File: config.mk
export PLATFORM = sky130hd
export DESIGN_NAME = sac_top
export DESIGN_NICKNAME = d
export VERILOG_FILES = /design/src/logic/sac_pkg.sv /design/src/logic/sac_top.sv
export VERILOG_INCLUDE_DIRS = /design/src /design/src/logic
export SDC_FILE = /design/constraint.sdc
export NUM_CORES = 1
export LEC_CHECK = 0
export ABC_AREA = 1
export ABC_CLOCK_PERIOD_IN_PS = 2970
export BUFFER_PORTS_ARGS = -buffer_cell sky130_fd_sc_hd__clkbuf_2
export CELL_PAD_IN_SITES_DETAIL_PLACEMENT = 1
export CELL_PAD_IN_SITES_GLOBAL_PLACEMENT = 1
export CORE_MARGIN = 2
export CORE_UTILIZATION = 42
export CTS_CLUSTER_DIAMETER = 120
export DETAILED_ROUTE_END_ITERATION = 8
export PLACE_DENSITY_LB_ADDON = 0.25
export SETUP_SLACK_MARGIN = 0.5
export SLEW_MARGIN = 20
export SYNTH_ARGS = -nofsm -noshare
export SYNTH_HDL_FRONTEND = slang
export SYNTH_SLANG_ARGS = --single-unit
File: constraint.sdc
create_clock -name pclk -period 2.97 [get_ports pclk]
set_input_delay 0.297 -clock pclk [delete_from_list [all_inputs] [get_ports pclk]]
set_output_delay 0.297 -clock pclk [all_outputs]
set_load 0.005 [all_outputs]
File: src/logic/sac_cfg.svh
// offsets, field positions, reset values and timing counts of the converter control
// assumes a 25 MHz pclk and a 12-bit apb byte address
`ifndef SAC_CFG_SVH
`define SAC_CFG_SVH

// ****************************************
// register offsets
// ****************************************
`define SAC_OFS_INSEL      12'h000
`define SAC_OFS_CFG        12'h004
`define SAC_OFS_RESULT     12'h008
`define SAC_OFS_CTRL       12'h00C
`define SAC_OFS_IRQEN      12'h010

// ****************************************
// field positions
// ****************************************
`define SAC_CTRL_EN        7
`define SAC_CTRL_TM        6
`define SAC_CTRL_DONE      5
`define SAC_CTRL_BUSY      4
`define SAC_CFG_DIV_LSB    3
`define SAC_CFG_UNUSED     2
`define SAC_INSEL_NEG_LSB  4
`define SAC_INSEL_NEG_GND  7

// ****************************************
// reset values and codes
// ****************************************
`define SAC_INSEL_RST      8'h00
`define SAC_CFG_RST        8'hF8
`define SAC_CTRL_RST       8'h00
`define SAC_RESULT_RST     8'h00
`define SAC_SRC_SW         3'h0
`define SAC_SRC_T0         3'h1
`define SAC_SRC_T2         3'h2
`define SAC_SRC_T1         3'h3
`define SAC_DIFF_FLIP      8'h80
`define SAC_SAR_FIRST      8'h80

// ****************************************
// timing
// ****************************************
`define SAC_CLK_NS         40
`define SAC_MAX_KSPS       500
`define SAC_CONV_MIN_NS    (1000000 / `SAC_MAX_KSPS)
`define SAC_CONV_MIN_CYC   ((`SAC_CONV_MIN_NS + `SAC_CLK_NS - 1) / `SAC_CLK_NS)
`define SAC_TRACK_CLKS     3
`define SAC_CONV_CLKS      9
`define SAC_SAR_MIN_DIV    ((`SAC_CONV_MIN_CYC + `SAC_CONV_CLKS - 1) / `SAC_CONV_CLKS - 1)

`endif

File: src/logic/sac_pkg.sv
// types shared by the converter control and its bench
// assumes sac_cfg.svh for the numeric constants
package sac_pkg;

  typedef enum logic [2:0] {
    SAC_IDLE  = 3'h1,
    SAC_TRACK = 3'h2,
    SAC_CONV  = 3'h4
  } sac_state_t;

  typedef enum logic [1:0] {
    SAC_GAIN_HALF = 2'h0,
    SAC_GAIN_ONE  = 2'h1,
    SAC_GAIN_TWO  = 2'h2,
    SAC_GAIN_FOUR = 2'h3
  } sac_gain_t;

  // overflow pulses and mode from the on-chip timers, all on pclk
  typedef struct packed {
    logic t0_ovf;
    logic t1_ovf;
    logic t2_lo_ovf;
    logic t2_hi_ovf;
    logic t2_8bit;
  } sac_timer_t;

  // controls toward the analog front end and sar array
  typedef struct packed {
    logic       powered;
    logic       track;
    logic [3:0] pos_sel;
    logic [3:0] neg_sel;
    logic       single_ended;
    sac_gain_t  gain;
    logic [7:0] trial;
  } sac_analog_t;

endpackage : sac_pkg

File: src/logic/sac_top.sv
// apb-controlled sequencer of an 8-bit successive-approximation converter
// assumes timer pulses on pclk, an asynchronous strobe pin and comparator output
//
// Decided for this implementation: the APB slave port and the address map.
`timescale 1ns/1ps
`include "sac_cfg.svh"

// Operation
// - converter runs only while enable bit set
// - eleven input selections, positive and negative
// - ground negative means single-ended, else differential
// - single-ended result is unsigned 8-bit code
// - differential result is two's complement code
// - gain selectable, resets to one half
// - gain field codes 0.5, 1, 2, 4
// - sar clock is pclk over divider plus one; a divider below 5 is clamped to 5
// - one of five start sources selected
// - start-mode field encodes the source
// - busy write 1 starts only in software mode
// - timer 2 low or high overflow by mode
// - busy reads 1 throughout a conversion
// - busy fall sets done flag and interrupt
// - result valid when done flag reads 1
// - done flag sticky until software clears
// - normal mode tracks continuously except converting
// - low-power internal start tracks three sar clocks
// - low-power strobe mode tracks while strobe low
// - no tracking in standby or sleep
module sac_top
  import sac_pkg::*;
(
  input  wire logic        pclk,
  input  wire logic        presetn,
  input  wire logic [11:0] paddr,
  input  wire logic        psel,
  input  wire logic        penable,
  input  wire logic        pwrite,
  input  wire logic [31:0] pwdata,
  output logic      [31:0] prdata,
  output logic             pready,
  output logic             pslverr,
  input  sac_timer_t       timers,
  input  wire logic        ext_start_strobe,
  input  wire logic        low_power_standby,
  input  wire logic        sar_cmp,
  output sac_analog_t      analog_ctrl,
  output logic             conv_irq
);

  // ****************************************
  // decode helpers
  // ****************************************
  function automatic logic addr_hit(input logic [11:0] a, input logic [11:0] ofs);
    addr_hit = (a[11:2] == ofs[11:2]);
  endfunction : addr_hit

  function automatic logic [7:0] fmt_code(input logic [7:0] raw, input logic single);
    fmt_code = single ? raw : (raw ^ `SAC_DIFF_FLIP);
  endfunction : fmt_code

  // ****************************************
  // state
  // ****************************************
  logic [7:0]  input_pair_select_reg;
  logic [7:0]  converter_config_reg;
  logic [7:0]  conversion_result_reg;
  logic        converter_on_bit_reg;
  logic        track_mode_select_reg;
  logic        conv_done_flag_reg;
  logic [2:0]  start_source_select_reg;
  logic        irq_enable_reg;
  sac_state_t  state_reg;
  logic [3:0]  step_reg;
  logic [7:0]  sar_reg;
  logic [4:0]  div_cnt_reg;
  logic        sar_tick_reg;
  logic        strobe_s1_reg;
  logic        strobe_s2_reg;
  logic        strobe_s3_reg;
  logic        cmp_s1_reg;
  logic        cmp_s2_reg;

  logic        apb_access;
  logic        wr_commit;
  logic        ctrl_wr;
  logic        cfg_wr;
  logic        busy;
  logic        single_ended;
  logic        t2_ovf;
  logic        strobe_rise;
  logic        start_evt;
  logic        fire;
  logic        conv_finish;
  logic [4:0]  div_eff;
  logic [2:0]  bit_idx;
  logic [7:0]  rd_word;
  logic        rd_hit;

  // ****************************************
  // apb slave
  // ****************************************
  assign apb_access = psel & penable & ~pready;
  assign wr_commit  = psel & penable & pready & pwrite;
  assign ctrl_wr    = wr_commit & addr_hit(paddr, `SAC_OFS_CTRL);
  assign cfg_wr     = wr_commit & addr_hit(paddr, `SAC_OFS_CFG);
  assign busy       = (state_reg != SAC_IDLE);

  always_comb begin
    rd_word = 8'h00;
    rd_hit  = 1'b1;
    if (addr_hit(paddr, `SAC_OFS_INSEL)) begin
      rd_word = input_pair_select_reg;
    end else if (addr_hit(paddr, `SAC_OFS_CFG)) begin
      rd_word = converter_config_reg;
    end else if (addr_hit(paddr, `SAC_OFS_RESULT)) begin
      rd_word = conversion_result_reg;
    end else if (addr_hit(paddr, `SAC_OFS_CTRL)) begin
      rd_word = {converter_on_bit_reg, track_mode_select_reg, conv_done_flag_reg,
                 busy, 1'b0, start_source_select_reg};
    end else if (addr_hit(paddr, `SAC_OFS_IRQEN)) begin
      rd_word = {7'h00, irq_enable_reg};
    end else begin
      rd_hit  = 1'b0;
    end
  end

  // answer one cycle into the access phase, data captured with it
  always_ff @(posedge pclk or negedge presetn) begin
    if (!presetn) begin
      pready  <= 1'b0;
      pslverr <= 1'b0;
      prdata  <= 32'h00000000;
    end else begin
      pready  <= apb_access;
      if (apb_access) begin
        pslverr <= ~rd_hit;
        prdata  <= (pwrite | ~rd_hit) ? 32'h00000000 : {24'h000000, rd_word};
      end else begin
        pslverr <= 1'b0;
      end
    end
  end

  // ****************************************
  // software registers
  // ****************************************
  always_ff @(posedge pclk or negedge presetn) begin
    if (!presetn) begin
      input_pair_select_reg <= `SAC_INSEL_RST;
      converter_config_reg  <= `SAC_CFG_RST;
      irq_enable_reg        <= 1'b0;
    end else begin
      if (wr_commit && addr_hit(paddr, `SAC_OFS_INSEL)) begin
        input_pair_select_reg <= pwdata[7:0];
      end
      if (cfg_wr) begin
        converter_config_reg <= {pwdata[7:3], 1'b0, pwdata[1:0]};
      end
      if (wr_commit && addr_hit(paddr, `SAC_OFS_IRQEN)) begin
        irq_enable_reg <= pwdata[0];
      end
    end
  end

  always_ff @(posedge pclk or negedge presetn) begin
    if (!presetn) begin
      converter_on_bit_reg    <= 1'(`SAC_CTRL_RST >> `SAC_CTRL_EN);
      track_mode_select_reg   <= 1'b0;
      start_source_select_reg <= `SAC_SRC_SW;
    end else if (ctrl_wr) begin
      converter_on_bit_reg    <= pwdata[`SAC_CTRL_EN];
      track_mode_select_reg   <= pwdata[`SAC_CTRL_TM];
      start_source_select_reg <= pwdata[2:0];
    end
  end

  // a finishing conversion beats a software clear in the same cycle
  always_ff @(posedge pclk or negedge presetn) begin
    if (!presetn) begin
      conv_done_flag_reg <= 1'b0;
    end else if (conv_finish) begin
      conv_done_flag_reg <= 1'b1;
    end else if (ctrl_wr && !pwdata[`SAC_CTRL_DONE]) begin
      conv_done_flag_reg <= 1'b0;
    end
  end

  always_ff @(posedge pclk or negedge presetn) begin
    if (!presetn) begin
      conv_irq <= 1'b0;
    end else begin
      conv_irq <= conv_done_flag_reg & irq_enable_reg;
    end
  end

  // ****************************************
  // synchronisers
  // ****************************************
  always_ff @(posedge pclk or negedge presetn) begin
    if (!presetn) begin
      strobe_s1_reg <= 1'b0;
      strobe_s2_reg <= 1'b0;
      strobe_s3_reg <= 1'b0;
      cmp_s1_reg    <= 1'b0;
      cmp_s2_reg    <= 1'b0;
    end else begin
      strobe_s1_reg <= ext_start_strobe;
      strobe_s2_reg <= strobe_s1_reg;
      strobe_s3_reg <= strobe_s2_reg;
      cmp_s1_reg    <= sar_cmp;
      cmp_s2_reg    <= cmp_s1_reg;
    end
  end

  // ****************************************
  // start selection
  // ****************************************
  assign t2_ovf      = timers.t2_8bit ? timers.t2_lo_ovf : timers.t2_hi_ovf;
  assign strobe_rise = strobe_s2_reg & ~strobe_s3_reg;

  always_comb begin
    start_evt = 1'b0;
    if (start_source_select_reg[2]) begin
      start_evt = strobe_rise;
    end else begin
      case (start_source_select_reg)
        `SAC_SRC_SW: start_evt = 1'b0;
        `SAC_SRC_T0: start_evt = timers.t0_ovf;
        `SAC_SRC_T2: start_evt = t2_ovf;
        `SAC_SRC_T1: start_evt = timers.t1_ovf;
        default:     start_evt = 1'b0;
      endcase
    end
    // busy write counts only when the written mode is software
    if (ctrl_wr && pwdata[`SAC_CTRL_BUSY] && pwdata[2:0] == `SAC_SRC_SW) begin
      start_evt = 1'b1;
    end
  end

  assign fire = start_evt & converter_on_bit_reg & (state_reg == SAC_IDLE);

  // ****************************************
  // sar clock divider
  // ****************************************
  // clamp keeps throughput at or below the converter maximum
  assign div_eff = (converter_config_reg[7:3] < 5'(`SAC_SAR_MIN_DIV)) ?
                   5'(`SAC_SAR_MIN_DIV) : converter_config_reg[7:3];

  always_ff @(posedge pclk or negedge presetn) begin
    if (!presetn) begin
      div_cnt_reg  <= 5'h00;
      sar_tick_reg <= 1'b0;
    end else if (fire || !converter_on_bit_reg) begin
      div_cnt_reg  <= 5'h00;
      sar_tick_reg <= 1'b0;
    end else if (div_cnt_reg >= div_eff) begin
      div_cnt_reg  <= 5'h00;
      sar_tick_reg <= 1'b1;
    end else begin
      div_cnt_reg  <= div_cnt_reg + 5'h01;
      sar_tick_reg <= 1'b0;
    end
  end

  // ****************************************
  // conversion sequencer
  // ****************************************
  assign bit_idx     = 3'(4'h8 - step_reg);
  assign conv_finish = (state_reg == SAC_CONV) & sar_tick_reg &
                       (step_reg == 4'(`SAC_CONV_CLKS - 1)) & converter_on_bit_reg;
  assign single_ended = input_pair_select_reg[`SAC_INSEL_NEG_GND];

  always_ff @(posedge pclk or negedge presetn) begin
    if (!presetn) begin
      state_reg <= SAC_IDLE;
      step_reg  <= 4'h0;
      sar_reg   <= 8'h00;
    end else if (!converter_on_bit_reg) begin
      state_reg <= SAC_IDLE;
      step_reg  <= 4'h0;
    end else begin
      case (state_reg)
        SAC_IDLE: begin
          step_reg <= 4'h0;
          if (fire) begin
            if (track_mode_select_reg && !start_source_select_reg[2]) begin
              state_reg <= SAC_TRACK;
            end else begin
              state_reg <= SAC_CONV;
            end
          end
        end
        SAC_TRACK: begin
          if (sar_tick_reg) begin
            if (step_reg == 4'(`SAC_TRACK_CLKS - 1)) begin
              state_reg <= SAC_CONV;
              step_reg  <= 4'h0;
            end else begin
              step_reg <= step_reg + 4'h1;
            end
          end
        end
        SAC_CONV: begin
          if (sar_tick_reg) begin
            if (step_reg == 4'h0) begin
              sar_reg <= `SAC_SAR_FIRST;
            end else begin
              sar_reg[bit_idx] <= cmp_s2_reg;
              if (bit_idx != 3'h0) begin
                sar_reg[bit_idx - 3'h1] <= 1'b1;
              end
            end
            if (conv_finish) begin
              state_reg <= SAC_IDLE;
            end else begin
              step_reg <= step_reg + 4'h1;
            end
          end
        end
        default: begin
          state_reg <= SAC_IDLE;
          step_reg  <= 4'h0;
        end
      endcase
    end
  end

  // result lands on the same edge that sets the done flag
  always_ff @(posedge pclk or negedge presetn) begin
    if (!presetn) begin
      conversion_result_reg <= `SAC_RESULT_RST;
    end else if (conv_finish) begin
      conversion_result_reg <= fmt_code({sar_reg[7:1], cmp_s2_reg}, single_ended);
    end
  end

  // ****************************************
  // analog front-end controls
  // ****************************************
  always_ff @(posedge pclk or negedge presetn) begin
    if (!presetn) begin
      analog_ctrl <= '0;
    end else begin
      analog_ctrl.powered      <= converter_on_bit_reg;
      analog_ctrl.track        <= converter_on_bit_reg & ~low_power_standby &
                                  ((state_reg == SAC_TRACK) |
                                   ((state_reg == SAC_IDLE) & ~track_mode_select_reg) |
                                   ((state_reg == SAC_IDLE) & track_mode_select_reg &
                                    start_source_select_reg[2] & ~strobe_s2_reg));
      analog_ctrl.pos_sel      <= input_pair_select_reg[3:0];
      analog_ctrl.neg_sel      <= input_pair_select_reg[7:`SAC_INSEL_NEG_LSB];
      analog_ctrl.single_ended <= single_ended;
      analog_ctrl.gain         <= sac_gain_t'(converter_config_reg[1:0]);
      analog_ctrl.trial        <= sar_reg;
    end
  end

endmodule : sac_top

==> flow_summary.yaml <==
synth:
  syn_area_per_cell_um2: 8.672
  synth_compound_area_share_pct: 11.62
  synth_cell_type_count: 41
  syn_area_um2: 4284
  yosysWarnings: 0
  yosys.area_share.simple_pct: 23.57
  yosys_register_bits: 87
  async_flop_share_pct: 100.0
  synth_edf_count: 0
  synthAdderAreaFrac_pct: 2.921
  synth-xor-area-share_pct: 0.8178
  ys_seq_area_share_pct: 50.99
  synth_cells: 494
  synth.area.mux_share_pct: 0
  synth_top_family_by_area: "simple AND/OR/NAND/NOR gates"
  synth-main-ff-cell: "dfrtp_1"
clocking:
  cts_max_level: 3
  clock_sinks: 87
  clkTransAtPathRegs_ns: 0.09
  postCtsResizedCells: 0
  cts_buffers: 9
  cts_root_buffer: "clkbuf_8"
  holdBufCountCts: 0
  cts_tree: "done"
  cts_buffer_depth: 2
  post-cts-setup-buffers: 0
  clkLatencyLatePin_ns: 0.38
placed_design:
  place_hpwl_mm: 7.644
  io_buffers: 62
  placed_area_um2: 4636
  finalWeightedCongestion: 0.8600
  dpl.cell_count: 683
global_routing:
  grt_pass1_vias: 3518
  grt_antenna_before_repair: 0
  grt_overflow: 0
  grt_first_pass_wirelength_mm: 17.24
  track_usage_pct: 19.80
  grt_max_degree: 88
sta:
  tightest_slew_ns: 0.7873
  setup_violations: 0
  fin_crit_sh_pct: 72.57
  fin_tns_setup_ns: 0
  drv_slew: 0
  slew_headroom_pct: 47.51
  hold_viol: 24
  skew_ns: 0.01025
  min_period_ns: 2.155
  fmax_mhz: 463.9
  holdWs_ns: -0.04268
  rsz0062_at_grt: "false"
detailed_routing:
  vias_per_cell: 4.897
  first_pass_iters: 4
  drt-initial-drc-count: 166
  vias: 3423
  drc: 0
  ant_nets: 0
  wl_mm: 10.16
  routedWlPerCell_um: 14.54
floorplanning:
  core_area_um2: 9819
  ios: 113
  dieArea_um2: 11020
  initial_core_util_pct: 43.63
  rows: 36
  die_y_um: 105.0
  die_width_um: 105.0
layout:
  drive_above_1_share_pct: 21.55
  largest_register_ffs: 20
  fin_cells: 699
  fill_cells: 1251
  final_cell_area_um2: 4841
  largest-register: "analog_ctrl"
  area_delta_synth_final_pct: 13.00
  final_util_pct: 49.30
  n_antenna_cell: 0
  nets: 628
pwr:
  p_leak_nw: 2.469
  total_power_mw: 3.222
  power_density_nw_per_um2: 665.6
  vdd_ir_drop_max_v: 0.0002927
worst_setup_path:
  critPathCaptureType: "register"
  required_ns: 3.26
  r2r_setup_slack_ns: 0.81
  crit_path_max_fanout: 10
  ff2ff_path_depth: 9
  worst-setup-path-type: "reg2reg"
  worstSetupEndpoint: "sar_reg[4]$_DFFE_PN0P_"
  critPathLaunch: "step_reg[0]$_DFFE_PN0P_"
  start_kind: "register"
  crit_arrival_ns: 2.44
  r2r_end: "sar_reg[4]$_DFFE_PN0P_"
  timing.rr.start: "step_reg[0]$_DFFE_PN0P_"
run_status:
  violations: "hold timing"
  outcome: "finished, violations left"
flow_run:
  maxCapViolations: 0
min_path:
  hold_path_class: "in2async"
## cell type report
type | count | area [um^2] | share of cell area (%)
repair buffers | 62 | 316.6 | 6.539
multi-input cells | 345 | 1758 | 36.31
well taps | 133 | 166.4 | 3.438
flip-flops and latches | 87 | 2185 | 45.13
clock inverters | 6 | 73.82 | 1.525
inverters | 56 | 214.0 | 4.420
clock buffers | 10 | 127.6 | 2.636
## cells in the mapped netlist, types with 4 or more instances
| library cell | number | area share [%] |
|---|---|---|
| nand2_1 | 113 | 9.9 |
| dfrtp_1 | 81 | 47 |
| inv_1 | 43 | 3.8 |
| nor2_1 | 38 | 3.3 |
| o21ai_0 | 37 | 4.3 |
| nand3_1 | 31 | 3.6 |
| buf_4 | 25 | 4.4 |
| o21ai_1 | 17 | 2.0 |
| a21oi_1 | 13 | 1.5 |
| ha_1 | 10 | 2.9 |
| inv_2 | 9 | 0.79 |
| nand4_1 | 8 | 1.2 |
| o21ai_2 | 8 | 1.6 |
| dfstp_2 | 6 | 3.7 |
| nand2_2 | 5 | 0.73 |
| nor2_4 | 5 | 1.3 |
| nor3_1 | 5 | 0.58 |
| o22ai_1 | 5 | 0.73 |
| nor2_2 | 4 | 0.58 |
## logic make-up (layout without fill, tap and decap cells)
logic type               after synthesis  after routing
AO/OA/AOI/OAI                         88             88
XOR/XNOR                               4              4
adder cells (fa/ha/maj)               10             10
buffers and inverters                 85            134
flip-flops                            87             87
other                                  1             24
AND/OR/NAND/NOR                      219            219
## worst max-delay path, cell delays in order (launching register included)
cell and delay [ns]:
dfrtp_1 0.57, inv_4 0.12, ha_1 0.40, inv_1 0.12
nor2_1 0.20, or2_1 0.23, nand2_1 0.10, o21ai_0 0.17
nand2_1 0.07, o21ai_0 0.09
## where the power goes
part / internal (mW) / total (mW) / leakage (nW) / switching [mW]
sequential: 1.33 / 1.43 / 1.14 / 0.0989
combinational: 0.318 / 0.933 / 1.22 / 0.615
clock: 0.403 / 0.860 / 0.102 / 0.457
total: 2.05 / 3.22 / 2.47 / 1.17
## per-stage QoR
stage | hold slack [ns] | worst slack (ns)
after detailed placement | 0.3451 | 0.8026
after CTS | 0.0008941 | 0.7948
after global routing | 0.005230 | 0.5793
after global placement | 0.3326 | 0.9164
final | -0.04268 | 0.8146
after floorplan | 0.001409 | 1.164
## worst min-delay path by stage
| stage | start | to | slack, ns | depth (start not counted) |
|---|---|---|---|---|
| 2_1_floorplan | presetn | analog_ctrl[0]$_DFF_PN0_ | 0.001 | 0 |
| 3_3_place_gp | strobe_s1_reg$_DFF_PN0_ | strobe_s2_reg$_DFF_PN0_ | 0.33 | 0 |
| 3_5_place_dp | cmp_s1_reg$_DFF_PN0_ | cmp_s2_reg$_DFF_PN0_ | 0.35 | 0 |
| 4_1_cts | ext_start_strobe | strobe_s1_reg$_DFF_PN0_ | 0.0009 | 1 |
| 5_1_grt | ext_start_strobe | strobe_s1_reg$_DFF_PN0_ | 0.005 | 1 |
| 6_report | presetn | sar_reg[2]$_DFFE_PN0P_ | -0.04 | 1 |
## per-layer routing
layer / part of all wire [%] / track usage [%] / up-vias
met5: 0 / 0 / -
met4: 2.1 / 8.476 / 0
met3: 3.6 / 3.493 / 16
met2: 46 / 31.35 / 78
met1: 49 / 26.75 / 1633
li1: - / - / 1696
## layout by cell type, fill, tap and decap left out, types with 6 or more instances in the layout
master / count
clkbuf_8: 9
nand3_1: 31
o21ai_1: 17
nor2_1: 38
dfstp_2: 6
o21ai_0: 37
ha_1: 10
nand4_1: 8
dfrtp_1: 81
a21oi_1: 13
o21ai_2: 8
inv_1: 43
nand2_1: 113
clkbuf_2: 61
inv_2: 9
conb_1: 24
No activity file was read; power rests on OpenSTA's default activity.
